==> src/verilog/fos_defs.svh <==
// Register map, field positions, reset values and timing counts of the flash sequencer
`ifndef FOS_DEFS_SVH
`define FOS_DEFS_SVH

// Register byte offsets
`define FOS_CTRL_OFF 12'h000
`define FOS_TEST_OFF 12'h004
`define FOS_WAIT_OFF 12'h008
`define FOS_ISTAT_OFF 12'h00c
`define FOS_IMASK_OFF 12'h010

// Control register fields
`define FOS_HV_BIT 0
`define FOS_OP_LSB 1
`define FOS_BSIZE_LSB 4
`define FOS_LPWR_BIT 6
`define FOS_DONE_BIT 7
`define FOS_READY_BIT 8

// Integrity test register fields
`define FOS_AIE_BIT 0
`define FOS_SUS_BIT 1
`define FOS_BPC_BIT 2
`define FOS_ALT_BIT 3
`define FOS_MR_BIT 4
`define FOS_BPEN_BIT 5
`define FOS_AID_BIT 6
`define FOS_NREAD_LSB 8

// Reset values
`define FOS_RWS_RST 3'h7
`define FOS_NREAD_RST 4'h1

// Interrupt bits
`define FOS_IRQ_OP 0
`define FOS_IRQ_AI 1
`define FOS_IRQ_RCV 2

// Clock
`define FOS_CLK_NS 10
`define FOS_CLK_MHZ 100

// Abort: least 5 us plus four clocks
`define FOS_ABORT_NS 5000
`define FOS_ABORT_CYC ((`FOS_ABORT_NS + `FOS_CLK_NS - 1) / `FOS_CLK_NS + 4)
// Low-power exit recovery: typical 17.5 us plus seven clocks
`define FOS_RECOV_NS 17500
`define FOS_RECOV_CYC (`FOS_RECOV_NS / `FOS_CLK_NS + 7)
// Integrity check stop: at most 50 clocks
`define FOS_AI_STOP_CYC 50
// Margin read stop: at most 26 us plus fifteen clocks
`define FOS_MR_STOP_NS 26000
`define FOS_MR_STOP_CYC (`FOS_MR_STOP_NS / `FOS_CLK_NS + 15)
// Margin read adder of 40 us
`define FOS_MR_ADD_NS 40000
`define FOS_MR_ADD_CYC (`FOS_MR_ADD_NS / `FOS_CLK_NS)

// Operation times in microsecond ticks, and the quad page repeat count of a sector program
`define FOS_DW_US 16'd102
`define FOS_PG_US 16'd142
`define FOS_QP_US 16'd314
`define FOS_QP_PER_SECTOR 6'd63
`define FOS_SERS_US 16'd4800
`define FOS_BERS256_US 16'd22800
`define FOS_BERS512_US 16'd25400
`define FOS_BERS1M_US 16'd30600
`define FOS_BERS2M_US 16'd41100

// Reads per integrity pass
`define FOS_SEQ_N256 25'd8192
`define FOS_ALT_N256 25'd106496
`define FOS_ALT_N512 25'd229376
`define FOS_ALT_N1M 25'd491520
`define FOS_ALT_N2M 25'd1048576

`endif

==> src/verilog/fos_pkg.sv <==
// Types of the flash sequencer
package fos_pkg;

  typedef enum logic [2:0] {
    FOS_OP_DWORD = 3'h0,
    FOS_OP_PAGE = 3'h1,
    FOS_OP_QPAGE = 3'h2,
    FOS_OP_SPGM = 3'h3,
    FOS_OP_SERS = 3'h4,
    FOS_OP_BERS = 3'h5
  } fos_op_t;

  typedef enum logic [4:0] {
    FOS_S_IDLE = 5'h01,
    FOS_S_OP = 5'h02,
    FOS_S_ABORT = 5'h04,
    FOS_S_LPWR = 5'h08,
    FOS_S_RECOV = 5'h10
  } fos_seq_t;

  typedef enum logic [3:0] {
    FOS_A_IDLE = 4'h1,
    FOS_A_RUN = 4'h2,
    FOS_A_STOP = 4'h4,
    FOS_A_HALT = 4'h8
  } fos_ai_t;

  typedef struct packed {
    logic hv;
    fos_op_t op;
    logic [1:0] bsize;
    logic lpwr;
    logic done;
    logic ai_en;
    logic ai_sus;
    logic ai_alt;
    logic ai_mr;
    logic ai_bpen;
    logic ai_done;
    logic ai_abort;
    logic ai_bphit;
    logic [3:0] nread;
    logic [2:0] rws;
    logic [2:0] istat;
    logic [2:0] imask;
    fos_seq_t seq;
    fos_ai_t ai;
    logic [15:0] tdiv;
    logic [15:0] op_cnt;
    logic [5:0] qp_left;
    logic [11:0] cyc;
    logic [24:0] ai_cnt;
    logic [24:0] ai_bp;
    logic pready;
    logic pslverr;
    logic [31:0] prdata;
    logic irq;
  } fos_state_t;

endpackage

==> src/verilog/fos_seq.sv <==
// Flash program/erase and integrity sequencer with APB registers
`timescale 1ns/1ps
`default_nettype none
`include "fos_defs.svh"

module fos_seq #(
  parameter int unsigned TICK_CYC = 100
) (
  // Clock and reset
  input wire logic pclk,
  input wire logic presetn,
  // APB slave
  input wire logic psel,
  input wire logic penable,
  input wire logic pwrite,
  input wire logic [11:0] paddr,
  input wire logic [31:0] pwdata,
  output logic [31:0] prdata,
  output logic pready,
  output logic pslverr,
  // Interrupt
  output logic irq
);

  ////////////////////////////////////////////////////////////////////////////////
  // State

  fos_pkg::fos_state_t r;
  fos_pkg::fos_state_t next_r;

  logic wr;
  logic rd_done;
  logic tick;
  logic [2:0] ev;
  logic [24:0] total;
  logic [31:0] rdv;
  logic hit;

  // Operation length in microsecond ticks
  function automatic logic [15:0] op_time(input fos_pkg::fos_op_t op,
                                          input logic [1:0] bs);
    logic [15:0] t;
    t = `FOS_QP_US;
    case (op)
      fos_pkg::FOS_OP_DWORD: t = `FOS_DW_US;
      fos_pkg::FOS_OP_PAGE: t = `FOS_PG_US;
      fos_pkg::FOS_OP_QPAGE: t = `FOS_QP_US;
      fos_pkg::FOS_OP_SPGM: t = `FOS_QP_US;
      fos_pkg::FOS_OP_SERS: t = `FOS_SERS_US;
      fos_pkg::FOS_OP_BERS: begin
        case (bs)
          2'h0: t = `FOS_BERS256_US;
          2'h1: t = `FOS_BERS512_US;
          2'h2: t = `FOS_BERS1M_US;
          default: t = `FOS_BERS2M_US;
        endcase
      end
      default: t = `FOS_QP_US;
    endcase
    return t;
  endfunction

  ////////////////////////////////////////////////////////////////////////////////
  // Combinational next state

  always_comb begin
    next_r = r;
    ev = 3'h0;
    rdv = 32'h0;
    hit = 1'b1;
    total = 25'h0;
    wr = psel & penable & pready & pwrite;
    rd_done = psel & penable & pready & ~pwrite;
    tick = (r.tdiv == 16'(TICK_CYC - 1));

    // Microsecond time base
    next_r.tdiv = tick ? 16'h0 : r.tdiv + 16'h1;

    // Read decode; unmapped addresses answer with an error
    case (paddr)
      `FOS_CTRL_OFF: begin
        rdv[`FOS_HV_BIT] = r.hv;
        rdv[`FOS_OP_LSB +: 3] = r.op;
        rdv[`FOS_BSIZE_LSB +: 2] = r.bsize;
        rdv[`FOS_LPWR_BIT] = r.lpwr;
        rdv[`FOS_DONE_BIT] = r.done;
        rdv[`FOS_READY_BIT] = (r.seq == fos_pkg::FOS_S_IDLE);
      end
      `FOS_TEST_OFF: begin
        rdv[`FOS_AIE_BIT] = r.ai_en;
        rdv[`FOS_SUS_BIT] = r.ai_sus;
        rdv[`FOS_ALT_BIT] = r.ai_alt;
        rdv[`FOS_MR_BIT] = r.ai_mr;
        rdv[`FOS_BPEN_BIT] = r.ai_bpen;
        rdv[`FOS_AID_BIT] = r.ai_done;
        rdv[`FOS_NREAD_LSB +: 4] = r.nread;
      end
      `FOS_WAIT_OFF: rdv[2:0] = r.rws;
      `FOS_ISTAT_OFF: rdv[2:0] = r.istat;
      `FOS_IMASK_OFF: rdv[2:0] = r.imask;
      default: hit = 1'b0;
    endcase

    // One wait state: pready rises in the second access cycle
    next_r.pready = psel & penable & ~pready;
    if (psel & penable & ~pready) begin
      next_r.prdata = pwrite ? 32'h0 : rdv;
      next_r.pslverr = ~hit;
    end else begin
      // Read data stands only with pready, so stale words never leak to the bus
      next_r.prdata = 32'h0;
      next_r.pslverr = 1'b0;
    end

    // Register writes
    if (wr) begin
      case (paddr)
        `FOS_CTRL_OFF: begin
          next_r.hv = pwdata[`FOS_HV_BIT];
          next_r.lpwr = pwdata[`FOS_LPWR_BIT];
          if (r.seq == fos_pkg::FOS_S_IDLE) begin
            next_r.op = fos_pkg::fos_op_t'(pwdata[`FOS_OP_LSB +: 3]);
            next_r.bsize = pwdata[`FOS_BSIZE_LSB +: 2];
          end
        end
        `FOS_TEST_OFF: begin
          next_r.ai_en = pwdata[`FOS_AIE_BIT];
          next_r.ai_sus = pwdata[`FOS_SUS_BIT];
          next_r.ai_bpen = pwdata[`FOS_BPEN_BIT];
          if (r.ai == fos_pkg::FOS_A_IDLE) begin
            next_r.ai_alt = pwdata[`FOS_ALT_BIT];
            next_r.ai_mr = pwdata[`FOS_MR_BIT];
            next_r.nread = pwdata[`FOS_NREAD_LSB +: 4];
          end
        end
        `FOS_WAIT_OFF: next_r.rws = pwdata[2:0];
        `FOS_IMASK_OFF: next_r.imask = pwdata[2:0];
        default: ;
      endcase
    end

    //////////////////////////////////////////////////////////////////////////////
    // Program / erase sequencer

    case (r.seq)
      fos_pkg::FOS_S_IDLE: begin
        if (next_r.lpwr) begin
          next_r.seq = fos_pkg::FOS_S_LPWR;
        end else if (next_r.hv & ~r.hv) begin
          next_r.done = 1'b0;
          next_r.op_cnt = op_time(next_r.op, next_r.bsize);
          next_r.qp_left = (next_r.op == fos_pkg::FOS_OP_SPGM) ?
                           `FOS_QP_PER_SECTOR : 6'h0;
          next_r.seq = fos_pkg::FOS_S_OP;
        end
      end
      fos_pkg::FOS_S_OP: begin
        if (~next_r.hv) begin
          // Same abort delay for every kind, well inside the block erase allowance
          next_r.cyc = 12'(`FOS_ABORT_CYC);
          next_r.seq = fos_pkg::FOS_S_ABORT;
        end else if (tick) begin
          if (r.op_cnt == 16'h1) begin
            if (r.qp_left != 6'h0) begin
              next_r.qp_left = r.qp_left - 6'h1;
              next_r.op_cnt = `FOS_QP_US;
            end else begin
              next_r.done = 1'b1;
              ev[`FOS_IRQ_OP] = 1'b1;
              next_r.seq = fos_pkg::FOS_S_IDLE;
            end
          end else begin
            next_r.op_cnt = r.op_cnt - 16'h1;
          end
        end
      end
      fos_pkg::FOS_S_ABORT: begin
        next_r.cyc = r.cyc - 12'h1;
        if (r.cyc == 12'h1) begin
          next_r.done = 1'b1;
          ev[`FOS_IRQ_OP] = 1'b1;
          next_r.seq = fos_pkg::FOS_S_IDLE;
        end
      end
      fos_pkg::FOS_S_LPWR: begin
        // Start requests are ignored until recovery is over
        if (~next_r.lpwr) begin
          next_r.cyc = 12'(`FOS_RECOV_CYC);
          next_r.seq = fos_pkg::FOS_S_RECOV;
        end
      end
      fos_pkg::FOS_S_RECOV: begin
        next_r.cyc = r.cyc - 12'h1;
        if (r.cyc == 12'h1) begin
          ev[`FOS_IRQ_RCV] = 1'b1;
          next_r.seq = fos_pkg::FOS_S_IDLE;
        end
      end
      default: next_r.seq = fos_pkg::FOS_S_IDLE;
    endcase

    //////////////////////////////////////////////////////////////////////////////
    // Margin read and array integrity

    if (next_r.ai_alt) begin
      case (next_r.bsize)
        2'h0: total = `FOS_ALT_N256;
        2'h1: total = `FOS_ALT_N512;
        2'h2: total = `FOS_ALT_N1M;
        default: total = `FOS_ALT_N2M;
      endcase
    end else begin
      total = `FOS_SEQ_N256 << next_r.bsize;
    end
    // A zero read count is taken as one clock per read
    total = 25'(total * ((next_r.nread == 4'h0) ? 25'h1 : 25'(next_r.nread)));
    if (next_r.ai_mr & ~next_r.ai_alt) begin
      total = total + 25'(`FOS_MR_ADD_CYC);
    end

    case (r.ai)
      fos_pkg::FOS_A_IDLE: begin
        if (next_r.ai_en & ~r.ai_en) begin
          next_r.ai_done = 1'b0;
          next_r.ai_cnt = total;
          next_r.ai_bp = total >> 1;
          next_r.ai_bphit = 1'b0;
          next_r.ai = fos_pkg::FOS_A_RUN;
        end
      end
      fos_pkg::FOS_A_RUN: begin
        next_r.ai_cnt = r.ai_cnt - 25'h1;
        if (~next_r.ai_en | next_r.ai_sus) begin
          next_r.ai_abort = ~next_r.ai_en;
          next_r.cyc = (r.ai_mr & ~r.ai_alt) ? 12'(`FOS_MR_STOP_CYC)
                                              : 12'(`FOS_AI_STOP_CYC);
          next_r.ai = fos_pkg::FOS_A_STOP;
        end else if (r.ai_cnt == 25'h1) begin
          next_r.ai_done = 1'b1;
          ev[`FOS_IRQ_AI] = 1'b1;
          next_r.ai = fos_pkg::FOS_A_IDLE;
        end else if (r.ai_bpen & ~r.ai_bphit & (r.ai_cnt == r.ai_bp)) begin
          next_r.ai_bphit = 1'b1;
          next_r.ai_done = 1'b1;
          ev[`FOS_IRQ_AI] = 1'b1;
          next_r.ai = fos_pkg::FOS_A_HALT;
        end
      end
      fos_pkg::FOS_A_STOP: begin
        next_r.cyc = r.cyc - 12'h1;
        if (r.cyc == 12'h1) begin
          next_r.ai_done = 1'b1;
          ev[`FOS_IRQ_AI] = 1'b1;
          next_r.ai = r.ai_abort ? fos_pkg::FOS_A_IDLE : fos_pkg::FOS_A_HALT;
        end
      end
      fos_pkg::FOS_A_HALT: begin
        if (~next_r.ai_en) begin
          next_r.ai = fos_pkg::FOS_A_IDLE;
        end else if ((r.ai_sus & ~next_r.ai_sus) |
                     (wr & (paddr == `FOS_TEST_OFF) & pwdata[`FOS_BPC_BIT] &
                      ~next_r.ai_sus)) begin
          next_r.ai_done = 1'b0;
          next_r.ai = fos_pkg::FOS_A_RUN;
        end
      end
      default: next_r.ai = fos_pkg::FOS_A_IDLE;
    endcase

    //////////////////////////////////////////////////////////////////////////////
    // Interrupts: a new event wins over the read clear

    for (int i = 0; i < 3; i++) begin
      next_r.istat[i] = ((rd_done & (paddr == `FOS_ISTAT_OFF)) ? 1'b0 : r.istat[i]) | ev[i];
    end
    next_r.irq = |(next_r.istat & next_r.imask);
  end

  ////////////////////////////////////////////////////////////////////////////////
  // Registers

  always_ff @(posedge pclk or negedge presetn) begin
    if (!presetn) begin
      r <= '0;
      r.op <= fos_pkg::FOS_OP_DWORD;
      r.done <= 1'b1;
      r.ai_done <= 1'b1;
      r.nread <= `FOS_NREAD_RST;
      r.rws <= `FOS_RWS_RST;
      r.seq <= fos_pkg::FOS_S_IDLE;
      r.ai <= fos_pkg::FOS_A_IDLE;
    end else begin
      r <= next_r;
    end
  end

  assign prdata = r.prdata;
  assign pready = r.pready;
  assign pslverr = r.pslverr;
  assign irq = r.irq;

endmodule // fos_seq

`default_nettype wire

==> config.mk <==
export PLATFORM = sky130hd
export DESIGN_NAME = fos_seq
export DESIGN_NICKNAME = d
export VERILOG_FILES = /design/src/verilog/fos_pkg.sv /design/src/verilog/fos_seq.sv
export VERILOG_INCLUDE_DIRS = /design/src /design/src/verilog
export SDC_FILE = /design/constraint.sdc
export NUM_CORES = 1
export LEC_CHECK = 0
export BUFFER_PORTS_ARGS = -buffer_cell sky130_fd_sc_hd__buf_2
export CORE_UTILIZATION = 31
export CTS_BUF_LIST = sky130_fd_sc_hd__clkbuf_4
export DETAILED_ROUTE_END_ITERATION = 6
export GPL_TIMING_DRIVEN = 1
export PLACE_DENSITY_LB_ADDON = 0.05
export REMOVE_ABC_BUFFERS = 1
export SLEW_MARGIN = 20
export SYNTH_ARGS = -nofsm -noshare
export SYNTH_HDL_FRONTEND = slang
export SYNTH_SLANG_ARGS = --single-unit
==> constraint.sdc <==
create_clock -name pclk -period 10.5 [get_ports pclk]
set_input_delay 2.1 -clock pclk [delete_from_list [all_inputs] [get_ports pclk]]
set_output_delay 2.1 -clock pclk [all_outputs]
set_load 0.02 [all_outputs]
# Word-level counts from Yosys, hierarchy flattened
# Cells that the tools add are included.
[word_totals]
mem_bits_rw = 0
output_inout_bits = 35
mem_count = 0
mem_bits_ro = 0
elab_cells = 237
latch_bits = 0
input_bits = 49
register_bits = 172
[op_classes]
n_div = 0
n_lt_le_gt_ge = 0
multipliers = 1
n_reduce_logical = 24
n_addsub = 6
muxes = 95
shifts = 1
n_bitwise = 32
n_eq_ne = 49
[op_table]
columns = ["cell", "n"]
rows = [
  ["$mux 22", 5],
  ["$pmux 16 s4", 1],
  ["$pmux 21 s3", 1],
  ["$mux 12", 5],
  ["$mux 5", 11],
  ["$mux 25", 2],
  ["$mux 50", 1],
  ["$pmux 25 s2", 1],
  ["$pmux 16 s3", 1],
  ["$mux 4", 11],
  ["$pmux 22 s2", 1],
  ["$pmux 12 s3", 1],
  ["$mux 33", 1],
  ["$mux 16", 2],
  ["$mux 1", 29],
  ["$ne 2x2->1 const B", 14],
  ["$add 25x12->25 const B", 1],
  ["$eq 25x1->1 const B", 1],
  ["$eq 25x24->1", 1],
  ["$mul 25x4->25", 1],
  ["$shl 14x2->25 const A", 1],
  ["$sub 25x1->25 const B", 1],
  ["$eq 12x4->1 const B", 2],
  ["$pmux 12 s2", 1],
  ["other kinds (59)", 112],
]

# Depth between registers and ports, before layout
[depth]
word_depth = 12
ltp_mapped = 24

# Least setup slack after synthesis
# No wires, ideal clock.
[synth_timing]
path_kind = "input -> register"
from = "input paddr[9]"
to = "register r[55] (netlist name)"
path_stages = 23
slack_ns = 3.257
required_ns = 10.375
t_arrival_ns = 7.119
cell_sequence = "nor4_1 -> and3_1 -> clkbuf_1 -> nand3_1 -> clkbuf_1 -> mux2i_1 -> inv_1 -> ha_1 -> nand2_1 -> o21ai_0 -> nand2b_1 -> fa_1 -> inv_1 -> fa_1 -> inv_1 -> fa_1 -> nor2b_1 -> o21a_1 -> o21ai_0 -> nand2b_1 -> a21oi_1 -> xnor2_1 -> mux2_2"
[synth_lines]
columns = ["item", "line", "rtl"]
rows = [
  ["from (decl)", "fos_seq.sv:16", "input wire logic [11:0] paddr,"],
  ["to (signal assigned)", "fos_seq.sv:293", "r <= next_r;"],
  ["to (decl)", "fos_seq.sv:28", "fos_pkg::fos_state_t r;"],
]

==> results.txt <==
The flow ran to the end, and the final reports show no timing, DRC or antenna violations. The cell chosen for the clock root was clkbuf_4. The async set-reset flop share out of synthesis came out at 100%.

The first global-routing pass estimated 40,300 um of wire. In this run the biggest area consumer among cell types represents 37.4% of the synthesized area. The worst setup path is of the in -> reg kind. Detailed routing inserted a total of 7,198 vias.

For met2 alone, demand over resource in global routing was 28.2%. The area enclosed by the die boundary came out at 0.0294 mm^2. The count of flip-flops with a built-in enable after synthesis came out at 0. The top cell types in the final layout, fill and taps aside, are 133 x dfrtp_1, 104 x nand2_1, 94 x nor2_1, 70 x o21ai_0, 50 x nand3_1. The initialized floorplan defines 61 standard-cell rows.

The total area inside the core boundary comes to 0.0280 mm^2. Maximum number of pins on one net before global-route repair: 85. The net count of the finished layout is 1,107. The count of buffers from port buffering was 42.

The slowest stage of the critical path is the mux2i_1 cell. Timing analysis after detailed placement gives a worst setup slack of 2.36 ns. The areal power density over the cells is 99.5 mW/mm^2, and the length of the first detailed-routing pass in iterations is 7.

The summed negative setup slack over all endpoints came out at 0 ns. Detailed placement ended at an HPWL of 18,200 um. For this configuration, the core starts out at a cell density of 31.8%. Final routed DRC violation total: 0. The tools report the via count of the first global-routing pass as 7,114. The path class of the tightest hold or removal check is reg -> reg.

In this run the most used layer during global routing was met2. The largest single stage delay on the critical path is 0.63 ns. The largest delay contributor family on the critical path was simple AND/OR/NAND/NOR gates. For met3 alone, demand over resource in global routing was 2.88%.

Across the whole layout, storage elements account for 0.00354 mm^2. The logs give 0 for the total of max-cap violations and 0.806 for the routability-driven placement congestion ratio. Summing all multi-input logic gate instances after layout gives 0.00494 mm^2.

In this run the worst path has a maximum fanout of 10. For the worst slew margin relative to its limit, the log shows 32.2%. The non-filler instance count after layout came out at 1,408. The library cell used most frequently in the layout, excluding fill and tap cells, is dfrtp_1. Sorting the synthesized cells by area gives the leading types as dfrtp_1 37%, ha_1 4.6%, nand2_1 4.4%, nor2_1 4.0%, o21ai_0 3.9%. The sum of overflow across all layers after global routing is 0.

The clock transition at the register clock pins on the worst setup and hold paths after CTS works out to 0.17 ns. TritonCTS built the clock tree. The number of clock sinks was 141. The leading area contributor after synthesis was dfrtp_1. The die is 171 um tall. Derived from the worst setup path, the maximum achievable clock frequency is 133 MHz. The clock passes through at most 2 buffers. Across all hold checks on the routed design, the worst slack comes to 0.489 ns. At the pin with the least slew margin, the transition time is 1.00 ns. Together, buffers and inverters on the worst path number 4. The H-tree depth reported by CTS is 4.

The run gives 0 as the number of nets with antenna violations after detailed routing. The number of instances in the placed design was 1,375; the register area share after synthesis was 39.7%. Global routing used 17.9% of the available tracks across all layers.

The critical path goes through buf_2, nor4_1, nand3_1, nor3_4, mux2i_1, inv_1, nand2_1, o21ai_0, nand2b_1, fa_1, inv_1, fa_1, inv_1, fa_1, nor2b_1, o21a_1, o21ai_0, nand2b_1, a21oi_1, xnor2_1, mux2_2. The worst ir drop on vdd is 87.9 uV. In this run, synthesis produced a sequential element count of 141. STA classifies the critical path endpoint as a flop.

The wire length per cell after detailed routing was 17.7 um; the floorplan die width was 171 um. In this run the post-CTS setup repair buffer count came out at 0. Cells with a size suffix above 1 make up 12.3% of the layout. In the post-route analysis, the smallest setup slack over all paths is 2.95 ns.

The overall power consumption came out at 960 uW. The synthesized netlist cell count is 997. STA classifies the critical path startpoint as an input pin. The per-instance average area after synthesis was 8.93 um^2.

The detailed router finished its first iteration with 394 violations. The critical path data required time was 11.05 ns; the post-detailed-routing wire length was 24,900 um. The yosys synthesis warning count was 0; the largest clock skew in the final design was 0.0368 ns. For the worst setup path, the data arrival time is 8.10 ns.

The tools report the final max-slew violation count as 0. Final clock period utilization by the worst path: 71.9%. Hold repair after CTS inserted 0 buffers. Fill cells in the final layout number 2,964.

The number of distinct library cell variants in the gate-level netlist after synthesis is 76. The run gives 0.60 ns as the later-pin clock latency in the skew report. The logs give 0 for the post-cts repair resize count and 0 for the count of final setup violators. For this run, global-route usage on met1 was measured as 25.7%. The number of antenna violations at the first check in global routing came out at 1. Using the TritonRoute via totals, the vias-per-cell ratio works out to 5.11. For this design the static power due to leakage is 4.34 nW.

84 I/O pins were placed. Setup repair after global routing left no endpoint under its margin. From synthesis to final layout, the design area changed by 8.38%. The final hold violation count was 0; the post-route minimum period was 7.55 ns. The synthesized netlist occupies a cell area of 0.00890 mm^2. The run gives 17 as the number of CTS-inserted buffers. The main flop type after synthesis was dfrtp_1.
[registers in the layout (all words and copies together) (netlist names)]
register / flops
r: 126
pslverr: 1
irq: 1
pready: 1
prdata: 12
[power by group]
part           switching, mW  total [mW]  internal, mW
Clock                  0.249       0.381         0.131
Sequential          0.000295       0.544         0.544
Combinational         0.0285      0.0356       0.00709
[cells in the mapped netlist (4+ instances only)]
library cell,count
ha_1,33
buf_4,32
and2_1,9
o22a_1,6
xor2_1,25
a21o_1,6
clkbuf_1,30
a211oi_1,7
nor3_1,42
or3_1,15
nor4_1,17
o211ai_1,12
o21a_1,9
nand2b_1,11
a31oi_1,8
buf_1,4
and3_1,12
xnor2_1,20
inv_1,35
and4_1,4
o31ai_1,4
o31a_1,4
nand3b_1,5
a21oi_1,41
fa_1,9
nand2_1,104
or4_1,7
nor2_1,94
o21ai_0,70
nand4b_1,4
dfstp_2,8
or4b_2,4
a21boi_0,4
o21bai_1,4
nor2b_1,8
nand4_1,5
dfrtp_1,133
nand3_1,50
nor4b_1,10
mux2i_1,13
mux2_2,18
[per-stage QoR]
stage	instance area [um^2]	utilization, %
2_1_floorplan	8590	-
3_3_place_gp	9350	33.4
3_5_place_dp	9350	33.4
4_1_cts	9640	34.4
5_1_grt	9650	34.4
6_report	9650	34.4
[cell type report]
class,count,share of cell area (%)
tap,378,4.90
multi-input combinational,772,51.2
clock buffer,17,1.32
inverter,35,1.36
clock inverter,15,1.69
timing repair buffer,49,2.79
sequential,141,36.7
antenna,1,0.0259
[cell families after synthesis]
logic type | Yosys count | share of synthesized area, %
AND/OR/NAND/NOR | 418 | 23.9
AO/OA/AOI/OAI | 216 | 15.7
flip-flops | 141 | 39.7
buffers and inverters | 103 | 5.79
XOR/XNOR | 45 | 4.43
adder cells (fa/ha/maj) | 42 | 6.66
multiplexers | 31 | 3.74
other | 1 | 0.0421
[worst paths after layout]
check | start | endpoint | slack (ns) | cells past startpoint
min reg2reg | r[134] | r[134] | 0.49 | 1
max | paddr[9] | r[55] | 2.95 | 21
min in group asynchronous | presetn | r[57] | 1.53 | 1
min | r[134] | r[134] | 0.49 | 1
max reg2reg | r[135] | r[55] | 4.43 | 19
max in group asynchronous | presetn | r[172] | 7.55 | 2
[per-layer routing]
layer  part of all wire, %  wire length (um)
met2                    46             11400
met1                    51             12600
met3                   2.6               651
met4                  0.85               212
met5                     0                 0
(Power assumes the default switching activity.)
